File: config.mk
export PLATFORM = sky130hd
export DESIGN_NAME = dual_timer_event_counter
export DESIGN_NICKNAME = d
export VERILOG_FILES = /design/src/dual_timer_pkg.sv /design/src/dual_timer_event_counter.sv /design/src/phase_sequencer.sv
export VERILOG_INCLUDE_DIRS = /design/src /design/src/src
export SDC_FILE = /design/constraint.sdc
export NUM_CORES = 1
export LEC_CHECK = 0
export BUFFER_PORTS_ARGS = -buffer_cell sky130_fd_sc_hd__buf_2
export CAP_MARGIN = 20
export CORE_ASPECT_RATIO = 1.1
export CORE_MARGIN = 3
export CORE_UTILIZATION = 50
export CTS_CLUSTER_DIAMETER = 60
export DETAILED_ROUTE_END_ITERATION = 8
export PLACE_DENSITY = 0.66
export SYNTH_ARGS = -nofsm -noshare
export SYNTH_HDL_FRONTEND = slang
export SYNTH_SLANG_ARGS = --single-unit
File: constraint.sdc
create_clock -name clock -period 2.4 [get_ports clock]
set_input_delay 0.12 -clock clock [delete_from_list [all_inputs] [get_ports clock]]
set_output_delay 0.12 -clock clock [all_outputs]
set_load 0.01 [all_outputs]
File: src/dual_timer_defs.svh
// Purpose: constants of the dual timer/event counter
// Assumes: included by bare name from the design file
// Notes:   special function register addresses and reset values
`ifndef DUAL_TIMER_DEFS_SVH
`define DUAL_TIMER_DEFS_SVH

// special function register addresses
`define DT_ADDR_CTRL     8'h88
`define DT_ADDR_MODE     8'h89
`define DT_ADDR_A_LOW    8'h8A
`define DT_ADDR_B_LOW    8'h8B
`define DT_ADDR_A_HIGH   8'h8C
`define DT_ADDR_B_HIGH   8'h8D

// reset values
`define DT_CTRL_RESET    8'h00
`define DT_MODE_RESET    8'h00
`define DT_COUNT_RESET   8'h00
`define DT_RDATA_RESET   8'h00

// count limits
`define DT_BYTE_TOP      8'hFF
`define DT_PRESCALE_TOP  5'h1F
`define DT_PRESCALE_ONE  5'h01
`define DT_BYTE_ONE      8'h01

`endif

File: src/dual_timer_pkg.sv
// Purpose: types of the dual timer/event counter
// Assumes: layouts follow the control and mode registers, bit 7 first
// Notes:   constants live in dual_timer_defs.svh
package dual_timer_pkg;

  // machine cycle phases, one per CPU clock
  typedef enum logic [2:0] {
    PH_ONE,
    PH_TWO,
    PH_THREE,
    PH_FOUR,
    PH_FIVE,
    PH_SIX
  } phase_e;

  // unit mode field, declaration order gives codes 00..11
  typedef enum logic [1:0] {
    MODE_13BIT,
    MODE_16BIT,
    MODE_RELOAD8,
    MODE_SPLIT
  } mode_e;

  // per-unit field of the mode register
  typedef struct packed {
    logic  pinGate;
    logic  countSelect;
    mode_e mode;
  } unit_cfg_s;

  // timer_mode_config layout
  typedef struct packed {
    unit_cfg_s b;
    unit_cfg_s a;
  } mode_cfg_s;

  // timer_control_flags layout
  typedef struct packed {
    logic ovfB;
    logic runB;
    logic ovfA;
    logic runA;
    logic extFlagB;
    logic extEdgeB;
    logic extFlagA;
    logic extEdgeA;
  } ctrl_s;

endpackage

File: src/dual_timer_event_counter.sv
// Purpose: two 16-bit timer/event counters on the special function bus
// Assumes: pins and bus synchronous to clock; one phase per enabled clock
// Notes:   hardware updates in phases one to four, bus read in five,
//          bus write in six, so a write lands after any hardware load
`timescale 1ns/10ps
`default_nettype none

`include "dual_timer_defs.svh"

// Functional notes
// - two 16-bit units, timer or event counter
// - mode 0 is a 13-bit counter
// - mode 1 cascades both bytes to 16 bits
// - mode 2 is 8-bit with high-byte reload
// - mode 3 splits only unit a
// - timer counts once per machine cycle
// - counter counts falling edges of its pin
// - pins sampled in phase five each cycle
// - new count visible in the next cycle
// - events limited to one per two cycles
// - unit b overflow pulse exported for baud
// - bus reads in phase five, writes six
// - flag a loaded phase two, b four
// - event flags set phase one, cleared two
// - bytes updated in phases one to four
// - phase six write beats hardware load
// - external irq edge or level triggered
// - two-bit mode, mode 3 freezes unit b
// - gate bit needs irq pin high too
// - overflow sets the unit overflow flag
// - select bit picks counter or timer
module dual_timer_event_counter
  import dual_timer_pkg::*;
(
  // clock and control
  input  wire logic       clock,
  input  wire logic       rst,
  input  wire logic       ce,
  // special function bus
  input  wire logic [7:0] sfrAddr,
  input  wire logic       sfrRead,
  input  wire logic       sfrWrite,
  input  wire logic [7:0] sfrWdata,
  output logic      [7:0] sfrRdata,
  // external pins
  input  wire logic       countPinA,
  input  wire logic       countPinB,
  input  wire logic       extIrqPinA,
  input  wire logic       extIrqPinB,
  // interrupt vector taken
  input  wire logic       extAckA,
  input  wire logic       extAckB,
  // status to interrupt logic and uart
  output logic            unitAOverflowFlag,
  output logic            unitBOverflowFlag,
  output logic            extEventFlagA,
  output logic            extEventFlagB,
  output logic            unitBOverflowPulse
);

  // register file
  ctrl_s     ctrl;
  mode_cfg_s modeCfg;
  logic [7:0] unitACountLow;
  logic [7:0] unitACountHigh;
  logic [7:0] unitBCountLow;
  logic [7:0] unitBCountHigh;

  // machine cycle phase
  phase_e phase;

  // pin samples: 0 count a, 1 count b, 2 irq a, 3 irq b
  logic [3:0] pinIn;
  logic [3:0] pinCur;
  logic [3:0] pinPrev;
  logic [3:0] pinFall;

  // carries handed from low-byte phase to high-byte phase; split overflow from phase two to four
  logic aCarry;
  logic bCarry;
  logic splitOvf;

  // combinational terms
  logic       wrEn;
  logic       enableA;
  logic       enableB;
  logic       tickA;
  logic       tickB;
  logic       ovfASet;
  logic       ovfBOwn;
  logic       ovfBSet;
  logic [8:0] stepA;
  logic [8:0] stepB;
  logic [7:0] readMux;

  // low byte step by mode: {carry, next low}
  function automatic logic [8:0] step_low(input mode_e m, input logic [7:0] lo,
                                          input logic [7:0] hi);
    logic [8:0] r;
    r = {1'b0, lo};
    unique case (m)
      MODE_13BIT: begin
        r = {lo[4:0] == `DT_PRESCALE_TOP, lo[7:5], lo[4:0] + `DT_PRESCALE_ONE};
      end
      MODE_16BIT: begin
        r = {lo == `DT_BYTE_TOP, lo + `DT_BYTE_ONE};
      end
      MODE_RELOAD8: begin
        r = (lo == `DT_BYTE_TOP) ? {1'b1, hi} : {1'b0, lo + `DT_BYTE_ONE};
      end
      MODE_SPLIT: begin
        r = {lo == `DT_BYTE_TOP, lo + `DT_BYTE_ONE};
      end
    endcase
    return r;
  endfunction

  // machine cycle sequencer
  phase_sequencer u_phase (
    .clock (clock),
    .rst   (rst),
    .ce    (ce),
    .phase (phase)
  );

  // pins gathered for the per-pin sampler
  assign pinIn = {extIrqPinB, extIrqPinA, countPinB, countPinA};

  // sample each pin once per machine cycle in phase five
  genvar gi;
  generate
    for (gi = 0; gi < 4; gi++) begin : g_pin
      always_ff @(posedge clock) begin
        if (rst) begin
          pinCur[gi]  <= 1'b1;
          pinPrev[gi] <= 1'b1;
        end else if (ce && phase == PH_FIVE) begin
          pinPrev[gi] <= pinCur[gi];
          pinCur[gi]  <= pinIn[gi];
        end
      end
      // high in one sample, low in the next: one event per two cycles
      assign pinFall[gi] = pinPrev[gi] & ~pinCur[gi];
    end
  endgenerate

  // bus write strobe, phase six only
  assign wrEn = ce & sfrWrite & (phase == PH_SIX);

  // run enables with optional gating by the irq pin level
  assign enableA = ctrl.runA & (~modeCfg.a.pinGate | pinCur[2]);
  assign enableB = ctrl.runB & (~modeCfg.b.pinGate | pinCur[3]);

  // count ticks: machine cycle or detected falling edge
  assign tickA = enableA & (modeCfg.a.countSelect ? pinFall[0] : 1'b1);
  assign tickB = enableB & (modeCfg.b.mode != MODE_SPLIT)
               & (modeCfg.b.countSelect ? pinFall[1] : 1'b1);

  // low byte next values
  assign stepA = step_low(modeCfg.a.mode, unitACountLow, unitACountHigh);
  assign stepB = step_low(modeCfg.b.mode, unitBCountLow, unitBCountHigh);

  // unit a overflow: high byte wrap, or low byte wrap in modes 2 and 3
  always_comb begin
    ovfASet = 1'b0;
    if (phase == PH_TWO && aCarry) begin
      unique case (modeCfg.a.mode)
        MODE_13BIT:   ovfASet = (unitACountHigh == `DT_BYTE_TOP);
        MODE_16BIT:   ovfASet = (unitACountHigh == `DT_BYTE_TOP);
        MODE_RELOAD8: ovfASet = 1'b1;
        MODE_SPLIT:   ovfASet = 1'b1;
      endcase
    end
  end

  // unit b overflow from its own count
  always_comb begin
    ovfBOwn = 1'b0;
    if (phase == PH_FOUR && bCarry) begin
      unique case (modeCfg.b.mode)
        MODE_13BIT:   ovfBOwn = (unitBCountHigh == `DT_BYTE_TOP);
        MODE_16BIT:   ovfBOwn = (unitBCountHigh == `DT_BYTE_TOP);
        MODE_RELOAD8: ovfBOwn = 1'b1;
        MODE_SPLIT:   ovfBOwn = 1'b0;
      endcase
    end
  end

  // unit b flag also takes the split high byte of unit a
  assign ovfBSet = ovfBOwn | (phase == PH_FOUR && splitOvf);

  // unit a low byte, hardware in phase one
  always_ff @(posedge clock) begin
    if (rst) begin
      unitACountLow <= `DT_COUNT_RESET;
      aCarry        <= 1'b0;
    end else if (ce) begin
      if (phase == PH_ONE) begin
        aCarry <= tickA & stepA[8];
        if (tickA) begin
          unitACountLow <= stepA[7:0];
        end
      end
      if (wrEn && sfrAddr == `DT_ADDR_A_LOW) begin
        unitACountLow <= sfrWdata;
      end
    end
  end

  // unit a high byte, hardware in phase two
  always_ff @(posedge clock) begin
    if (rst) begin
      unitACountHigh <= `DT_COUNT_RESET;
      splitOvf       <= 1'b0;
    end else if (ce) begin
      if (phase == PH_TWO) begin
        splitOvf <= 1'b0;
        unique case (modeCfg.a.mode)
          MODE_13BIT, MODE_16BIT: begin
            if (aCarry) begin
              unitACountHigh <= unitACountHigh + `DT_BYTE_ONE;
            end
          end
          MODE_RELOAD8: begin
            unitACountHigh <= unitACountHigh;
          end
          MODE_SPLIT: begin
            // second 8-bit timer runs on unit b run control
            if (ctrl.runB) begin
              unitACountHigh <= unitACountHigh + `DT_BYTE_ONE;
              splitOvf       <= (unitACountHigh == `DT_BYTE_TOP);
            end
          end
        endcase
      end
      if (wrEn && sfrAddr == `DT_ADDR_A_HIGH) begin
        unitACountHigh <= sfrWdata;
      end
    end
  end

  // unit b low byte, hardware in phase three
  always_ff @(posedge clock) begin
    if (rst) begin
      unitBCountLow <= `DT_COUNT_RESET;
      bCarry        <= 1'b0;
    end else if (ce) begin
      if (phase == PH_THREE) begin
        bCarry <= tickB & stepB[8];
        if (tickB) begin
          unitBCountLow <= stepB[7:0];
        end
      end
      if (wrEn && sfrAddr == `DT_ADDR_B_LOW) begin
        unitBCountLow <= sfrWdata;
      end
    end
  end

  // unit b high byte, hardware in phase four
  always_ff @(posedge clock) begin
    if (rst) begin
      unitBCountHigh <= `DT_COUNT_RESET;
    end else if (ce) begin
      if (phase == PH_FOUR && bCarry &&
          (modeCfg.b.mode == MODE_13BIT || modeCfg.b.mode == MODE_16BIT)) begin
        unitBCountHigh <= unitBCountHigh + `DT_BYTE_ONE;
      end
      if (wrEn && sfrAddr == `DT_ADDR_B_HIGH) begin
        unitBCountHigh <= sfrWdata;
      end
    end
  end

  // control flags: hardware phases one, two, four, then bus write
  always_ff @(posedge clock) begin
    if (rst) begin
      ctrl <= ctrl_s'(`DT_CTRL_RESET);
    end else if (ce) begin
      // event flags set in phase one
      if (phase == PH_ONE) begin
        if (ctrl.extEdgeA ? pinFall[2] : ~pinCur[2]) begin
          ctrl.extFlagA <= 1'b1;
        end
        if (ctrl.extEdgeB ? pinFall[3] : ~pinCur[3]) begin
          ctrl.extFlagB <= 1'b1;
        end
      end
      // event flags cleared in phase two, overflow a loaded
      if (phase == PH_TWO) begin
        if (extAckA || (!ctrl.extEdgeA && pinCur[2])) begin
          ctrl.extFlagA <= 1'b0;
        end
        if (extAckB || (!ctrl.extEdgeB && pinCur[3])) begin
          ctrl.extFlagB <= 1'b0;
        end
        if (ovfASet) begin
          ctrl.ovfA <= 1'b1;
        end
      end
      // overflow b loaded in phase four
      if (ovfBSet) begin
        ctrl.ovfB <= 1'b1;
      end
      if (wrEn && sfrAddr == `DT_ADDR_CTRL) begin
        ctrl <= ctrl_s'(sfrWdata);
      end
    end
  end

  // mode register, firmware only
  always_ff @(posedge clock) begin
    if (rst) begin
      modeCfg <= mode_cfg_s'(`DT_MODE_RESET);
    end else if (ce && wrEn && sfrAddr == `DT_ADDR_MODE) begin
      modeCfg <= mode_cfg_s'(sfrWdata);
    end
  end

  // one-clock pulse on each unit b overflow, for the uart baud
  always_ff @(posedge clock) begin
    if (rst) begin
      unitBOverflowPulse <= 1'b0;
    end else if (ce) begin
      unitBOverflowPulse <= ovfBOwn;
    end
  end

  // read mux, unmapped addresses read zero
  always_comb begin
    unique case (sfrAddr)
      `DT_ADDR_CTRL:   readMux = ctrl;
      `DT_ADDR_MODE:   readMux = modeCfg;
      `DT_ADDR_A_LOW:  readMux = unitACountLow;
      `DT_ADDR_B_LOW:  readMux = unitBCountLow;
      `DT_ADDR_A_HIGH: readMux = unitACountHigh;
      `DT_ADDR_B_HIGH: readMux = unitBCountHigh;
      default:         readMux = `DT_RDATA_RESET;
    endcase
  end

  // read data captured in phase five, held until the next read
  always_ff @(posedge clock) begin
    if (rst) begin
      sfrRdata <= `DT_RDATA_RESET;
    end else if (ce && sfrRead && phase == PH_FIVE) begin
      sfrRdata <= readMux;
    end
  end

  // status flags straight from the control register
  assign unitAOverflowFlag = ctrl.ovfA;
  assign unitBOverflowFlag = ctrl.ovfB;
  assign extEventFlagA     = ctrl.extFlagA;
  assign extEventFlagB     = ctrl.extFlagB;

endmodule

`default_nettype wire

File: src/phase_sequencer.sv
// Purpose: six-phase machine cycle sequencer
// Assumes: one phase per enabled CPU clock
// Notes:   reset starts the cycle in phase one
`timescale 1ns/10ps
`default_nettype none

module phase_sequencer
  import dual_timer_pkg::*;
(
  // clock and control
  input  wire logic  clock,
  input  wire logic  rst,
  input  wire logic  ce,
  // current phase
  output var phase_e phase
);

  // step through the six phases and wrap
  always_ff @(posedge clock) begin
    if (rst) begin
      phase <= PH_ONE;
    end else if (ce) begin
      unique case (phase)
        PH_ONE:   phase <= PH_TWO;
        PH_TWO:   phase <= PH_THREE;
        PH_THREE: phase <= PH_FOUR;
        PH_FOUR:  phase <= PH_FIVE;
        PH_FIVE:  phase <= PH_SIX;
        PH_SIX:   phase <= PH_ONE;
        default:  phase <= PH_ONE;
      endcase
    end
  end

endmodule

`default_nettype wire

After elaboration in Yosys (flattened, before gate mapping)
Index checks and enable logic that the tools add are counted.
{"block": "totals", "regBits": 71, "input_bits": 27, "output_inout_bits": 13, "wordCells": 182}
{"block": "op_classes", "n_addsub": 6, "n_eq_ne": 29, "n_mux": 41, "bitwise_logic": 22, "n_reduce_logical": 50}
{"operator": "two-way mux 8 bit", "n": 13}
{"operator": "equality test 8 bit, second input constant", "n": 10}
{"operator": "case mux 9 bit (3 select lines)", "n": 2}
{"operator": "case mux 8 bit (6 select lines)", "n": 1}
{"operator": "adder 8 x 1 -> 8 bit, second input constant", "n": 4}
{"operator": "two-way mux 1 bit", "n": 19}
{"operator": "two-way mux 9 bit", "n": 2}
{"operator": "nonzero test 2 bit", "n": 9}
{"operator": "logical AND 1 bit", "n": 16}
{"operator": "case mux 8 bit (2 select lines)", "n": 1}
{"operator": "case mux 3 bit (5 select lines)", "n": 1}
{"operator": "bitwise AND 1 bit", "n": 13}
{"operator": "AND reduction 2 bit", "n": 6}
{"operator": "adder 5 x 1 -> 5 bit, second input constant", "n": 2}
{"operator": "equality test 5 bit, second input constant", "n": 2}
{"operator": "OR reduction 2 bit", "n": 5}
{"operator": "AND reduction 3 bit", "n": 3}
{"operator": "equality test 2 bit, second input constant", "n": 4}
{"operator": "inequality test 2 bit, second input constant", "n": 4}
{"operator": "AND reduction 4 bit", "n": 2}
{"operator": "equality test 3 x 2 -> 1 bit, second input constant", "n": 2}
{"operator": "equality test 3 bit, second input constant", "n": 2}
{"operator": "inverter 1 bit", "n": 6}
{"operator": "AND reduction 5 bit", "n": 1}
{"operator": "11 further kinds", "n": 18}

Longest topological paths before layout
{"block": "depth", "depth_word": 8, "mapped_depth": 7, "mapped_depth_nobuf": 7}

Modules after synthesis
Synthesis repeated with hierarchy kept, for this count alone.
{"block": "unflattened", "cells_unflattened": 523, "hier_area_um2": 4393.0}
{"mod": "dual_timer_event_counter", "n_inst": 1, "cells_each": 507, "area_per_inst_um2": 4252.8, "seq_area_each_um2": 1361.3}
{"mod": "phase_sequencer", "n_inst": 1, "cells_each": 16, "area_per_inst_um2": 140.1, "seq_area_each_um2": 60.1}

Least setup slack after synthesis
Ideal clock, no wire load.
{"block": "synth_timing", "path_type": "flip-flop to flip-flop", "start": "reg u_phase.phase[0]", "end": "reg unitACountLow[7]", "setup_time_ps": 100, "arrival_time_ps": 1844, "t_required_ps": 2300, "setup_slack_ps": 457, "path_stages_with_launch": 6, "n_path_buf": 0, "period_less_slack_ps": 1943, "path_cell_list": "dfxtp_1 > or4b_4 > a2111oi_4 > and2b_1 > nor3_1 > a2111oi_4"}
{"block": "synth_between", "elab_chain_len": 5, "elab_cells_between_ends": 9, "cone_classes": "eq/ne: 2; mux: 1; bitwise: 1; reduce/logical: 5"}
{"item": "from (decl)", "line": "phase_sequencer.sv:15", "text": "output var phase_e phase"}
{"item": "from (signal assigned)", "line": "phase_sequencer.sv:21", "text": "phase <= PH_ONE;"}
{"item": "from (signal assigned)", "line": "phase_sequencer.sv:24", "text": "PH_ONE: phase <= PH_TWO;"}
{"item": "from (signal assigned)", "line": "phase_sequencer.sv:25", "text": "PH_TWO: phase <= PH_THREE;"}
{"item": "equality test 3 bit", "line": "dual_timer_event_counter.sv:148", "text": "assign wrEn = ce & sfrWrite & (phase == PH_SIX);"}
{"item": "bitwise AND 1 bit", "line": "dual_timer_event_counter.sv:148"}
{"item": "logical AND 1 bit (no source line)"}
{"item": "inequality test 2 bit (no source line) / nonzero test 2 bit (equally long branches)"}
{"item": "AND reduction 4 bit (no source line)"}
{"item": "to (signal assigned)", "line": "dual_timer_event_counter.sv:195", "text": "unitACountLow <= `DT_COUNT_RESET;"}
{"item": "to (signal assigned)", "line": "dual_timer_event_counter.sv:201", "text": "unitACountLow <= stepA[7:0];"}
{"item": "to (signal assigned)", "line": "dual_timer_event_counter.sv:205", "text": "unitACountLow <= sfrWdata;"}
{"item": "to (decl)", "line": "dual_timer_event_counter.sv:64", "text": "logic [7:0] unitACountLow;"}
Parallel ways exist; a longest one is shown, timed or not.
A chain may end at the register's enable or synchronous reset.

Final worst setup path
{"block": "layout_timing", "start": "reg u_phase.phase[0]", "end": "reg unitACountLow[0]"}
{"block": "layout_between", "elab_chain_len": 5, "elab_cells_between_ends": 8, "cone_classes": "eq/ne: 1; mux: 1; bitwise: 1; reduce/logical: 5"}
{"item": "equality test 3 bit", "line": "dual_timer_event_counter.sv:148"}
{"item": "bitwise AND 1 bit", "line": "dual_timer_event_counter.sv:148"}
{"item": "logical AND 1 bit (no source line)"}
{"item": "nonzero test 2 bit (no source line)"}
{"item": "AND reduction 3 bit (no source line)"}
Parallel ways exist; a longest one is shown, timed or not.

==> results.py <==
metrics = {
    "critical_path": {
        "arrival_ns": 2.36,
        "critPathLaunchType": "register",
        "cp_slowest_cell": "or4b_4",
        "crit_type": "register to register",
        "critical_path_buf_inv_count": 1,
        "cp_cell_sequence": "or4b_4 > a2111oi_4 > buf_4 > nand2_1 > o221ai_1 > a211oi_1",
        "crit_path_end_kind": "register",
        "crit_fanout": 12,
        "cp_slowest_stage_delay_ns": 0.58,
        "critical-path-top-delay-family": "compound AO/OA/AOI/OAI gates",
        "required_ns": 2.61,
    },
    "global_routing": {
        "grt_start_max_net_pins": 54,
        "globalRoute.totalOverflow": 0,
        "grt_use_total": 0.297,
        "grt_antenna_before_repair": 0,
        "grt_pass1_vias": 4145,
        "grt_pass1_wl_microns": 22500,
    },
    "timing": {
        "post-route-period-util": 0.896,
        "tightest_slew_ns": 0.829,
        "worst_slack_ns": 0.249,
        "fin_setup_tns_ns": 0,
        "clock-skew-final_ns": 0.0124,
        "finalHoldViolations": 0,
        "relSlewSlack": 0.446,
        "slew_violations": 0,
        "fmax_ghz": 0.465,
        "timing.final.crit_period_ns": 2.15,
        "rsz0062_at_grt": "false",
        "setup_viol": 0,
    },
    "job": {
        "maxCapViolations": 0,
    },
    "placement": {
        "gp_congestion": 0.936,
        "pre_cts_ws_ns": 0.274,
        "hpwl_microns": 10200,
        "io_buffers": 39,
        "placed_cells_incl_taps": 661,
    },
    "synth": {
        "syn-mean-instance-area_sq_um": 8.18,
        "synth_commonest_cells": "dfxtp_1 (71), nand2_1 (46), nor2_1 (40), a21oi_1 (34), clkbuf_1 (34)",
        "synth_area_leaders": "dfxtp_1 (33%), mux2i_1 (6.0%), nand2_1 (4.0%)",
        "yosysTopAreaCell": "dfxtp_1",
        "ys_types": 76,
        "yosys_most_used_dff": "dfxtp_1",
        "async_flop_share": 0,
        "seq_area_frac_synth": 0.326,
        "yosys_warnings": 0,
        "synth_edf_count": 0,
        "ys_seq_elements": 71,
        "synth_top_area_frac": 0.326,
        "yosysMostFrequentCell": "dfxtp_1",
        "synthCells": 533,
        "synth_nets": 566,
        "syn-cell-area_sq_um": 4360,
    },
    "die": {
        "placementRows": 35,
        "die_y_microns": 104,
        "core_sq_um": 8450,
        "dieArea_sq_um": 9870,
        "start_util": 0.516,
        "design.portCount": 40,
        "die_x_microns": 95.0,
    },
    "layout": {
        "stdcell_count": 681,
        "drive_above_1_share": 0.158,
        "fill_cells": 780,
        "final_nets": 598,
        "syn_to_final_growth_pct": 12.6,
        "final-seq-area_sq_um": 1420,
        "multiInputGateArea_sq_um": 2680,
        "antennaDiodeCount": 0,
    },
    "route": {
        "drtPass1Iterations": 5,
        "wl_per_cell_microns": 20.8,
        "vias_per_cell": 6.48,
        "routed_wl_microns": 14200,
        "drc": 0,
        "drt_iter0_markers": 491,
        "antenna_left": 0,
        "vias": 4413,
    },
    "status": {
        "status": "complete, no violations",
    },
    "cts": {
        "clockBufferDepth": 2,
        "path_clk_slew_ns": 0.08,
        "cts_tree": "done",
        "numCtsBuffers": 9,
        "htree_levels": 3,
        "clk_latency_ns": 0.36,
        "clockRootBuffer": "clkbuf_8",
        "cts_num_sinks": 71,
        "ctsResizeCount": 0,
    },
    "worst_hold_path": {
        "hold_class": "input port to register",
    },
    "pwr": {
        "p_per_area_nw_per_um2": 463,
        "irDropWorstVdd_mv": 0.279,
        "p_leak_uw": 0.00173,
    },
}
-- cells in the final DEF, fill, tap and decap left out, drive strengths merged, types with 5 or more instances in the layout --
master	n
and2	5
nand2	46
o21ai	11
a2111oi	5
a22o	8
clkbuf	12
nor2b	6
a21oi	34
ha	6
nand2b	7
mux2	6
nor3	21
buf	62
mux2i	26
clkinv	5
a22oi	16
a211oi	10
o221ai	9
nand3	23
and3	10
nand4	12
dfxtp	71
nor2	40
inv	18
a31oi	8
nor4	5
-- cells by family after synthesis --
group / share of synthesized area
AOI/OAI and AO/OA: 0.248
xor gates and xnor gates: 0.0141
adders and majority gates: 0.0172
buffers and inverters: 0.0603
DFF: 0.326
muxes: 0.0804
and+or+nand+nor: 0.254
-- final timing paths --
check	startpoint	depth (start not counted)	slack, ns	end
setup / recovery	u_phase.phase[0]$_SDFFE_PP0P_	6	0.25	unitACountLow[0]$_SDFFE_PP0P_
hold / removal	sfrWdata[2]	3	0.12	ctrl[2]$_SDFFE_PP0P_
setup reg to reg	u_phase.phase[0]$_SDFFE_PP0P_	6	0.25	unitACountLow[0]$_SDFFE_PP0P_
hold reg to reg	ctrl[4]$_SDFFE_PP0P_	2	0.46	ctrl[4]$_SDFFE_PP0P_
-- flip-flops by register name, indices dropped and copies added (netlist names) --
name / cells
unitACountLow: 8
pinPrev: 4
u_phase.phase: 3
extEventFlagA: 1
unitBOverflowPulse: 1
aCarry: 1
unitBCountLow: 8
unitBOverflowFlag: 1
ctrl: 4
splitOvf: 1
unitBCountHigh: 8
sfrRdata: 8
unitACountHigh: 8
pinCur: 4
modeCfg: 8
bCarry: 1
unitAOverflowFlag: 1
extEventFlagB: 1
-- cell type report --
| cell class | count | area share |
|---|---|---|
| clock buffer | 12 | 0.0316 |
| tap | 111 | 0.0283 |
| inverter | 20 | 0.0153 |
| multi-input combinational | 397 | 0.546 |
| timing repair buffer | 66 | 0.0831 |
| clock inverter | 4 | 0.00612 |
| sequential | 71 | 0.290 |
-- metrics by stage --
| stage | hold WS, ns | utilization | cell area (sq um) | power, uW |
|---|---|---|---|---|
| after floorplan | 0.249 | - | 4360 | 1300 |
| after global placement | 0.333 | 0.554 | 4680 | 1370 |
| after detailed placement | 0.347 | 0.554 | 4680 | 1370 |
| after CTS | 0.105 | 0.581 | 4910 | 2280 |
| after global routing | 0.122 | 0.581 | 4910 | 2350 |
| final | 0.120 | 0.581 | 4910 | 2270 |
-- metal layers --
layer	part of all wire	routed length, microns	track usage
met5	0	0	0
met4	0.042	592	0.130
met3	0.081	1150	0.0680
met2	0.44	6280	0.440
met1	0.43	6140	0.410
-- timing repair --
item                                    4_1_cts  5_1_grt
endpoints found under the hold margin         4        0
endpoints found under the setup margin        0        0
setup buffers                                 0        0
hold buffers                                  4        0
-- where the power goes --
part | total [uW] | internal (uW) | switching [uW]
logic | 173 | 56.1 | 117
clock network | 918 | 434 | 484
registers | 1180 | 1180 | 2.13
-- worst reg2reg max path: stages, from the launching register on --
cell       delay, ns
dfxtp_1         0.32
or4b_4          0.58
a2111oi_4       0.47
buf_4           0.27
nand2_1         0.07
o221ai_1        0.19
a211oi_1        0.10
Note: power is estimated with default switching activity, not from simulation.
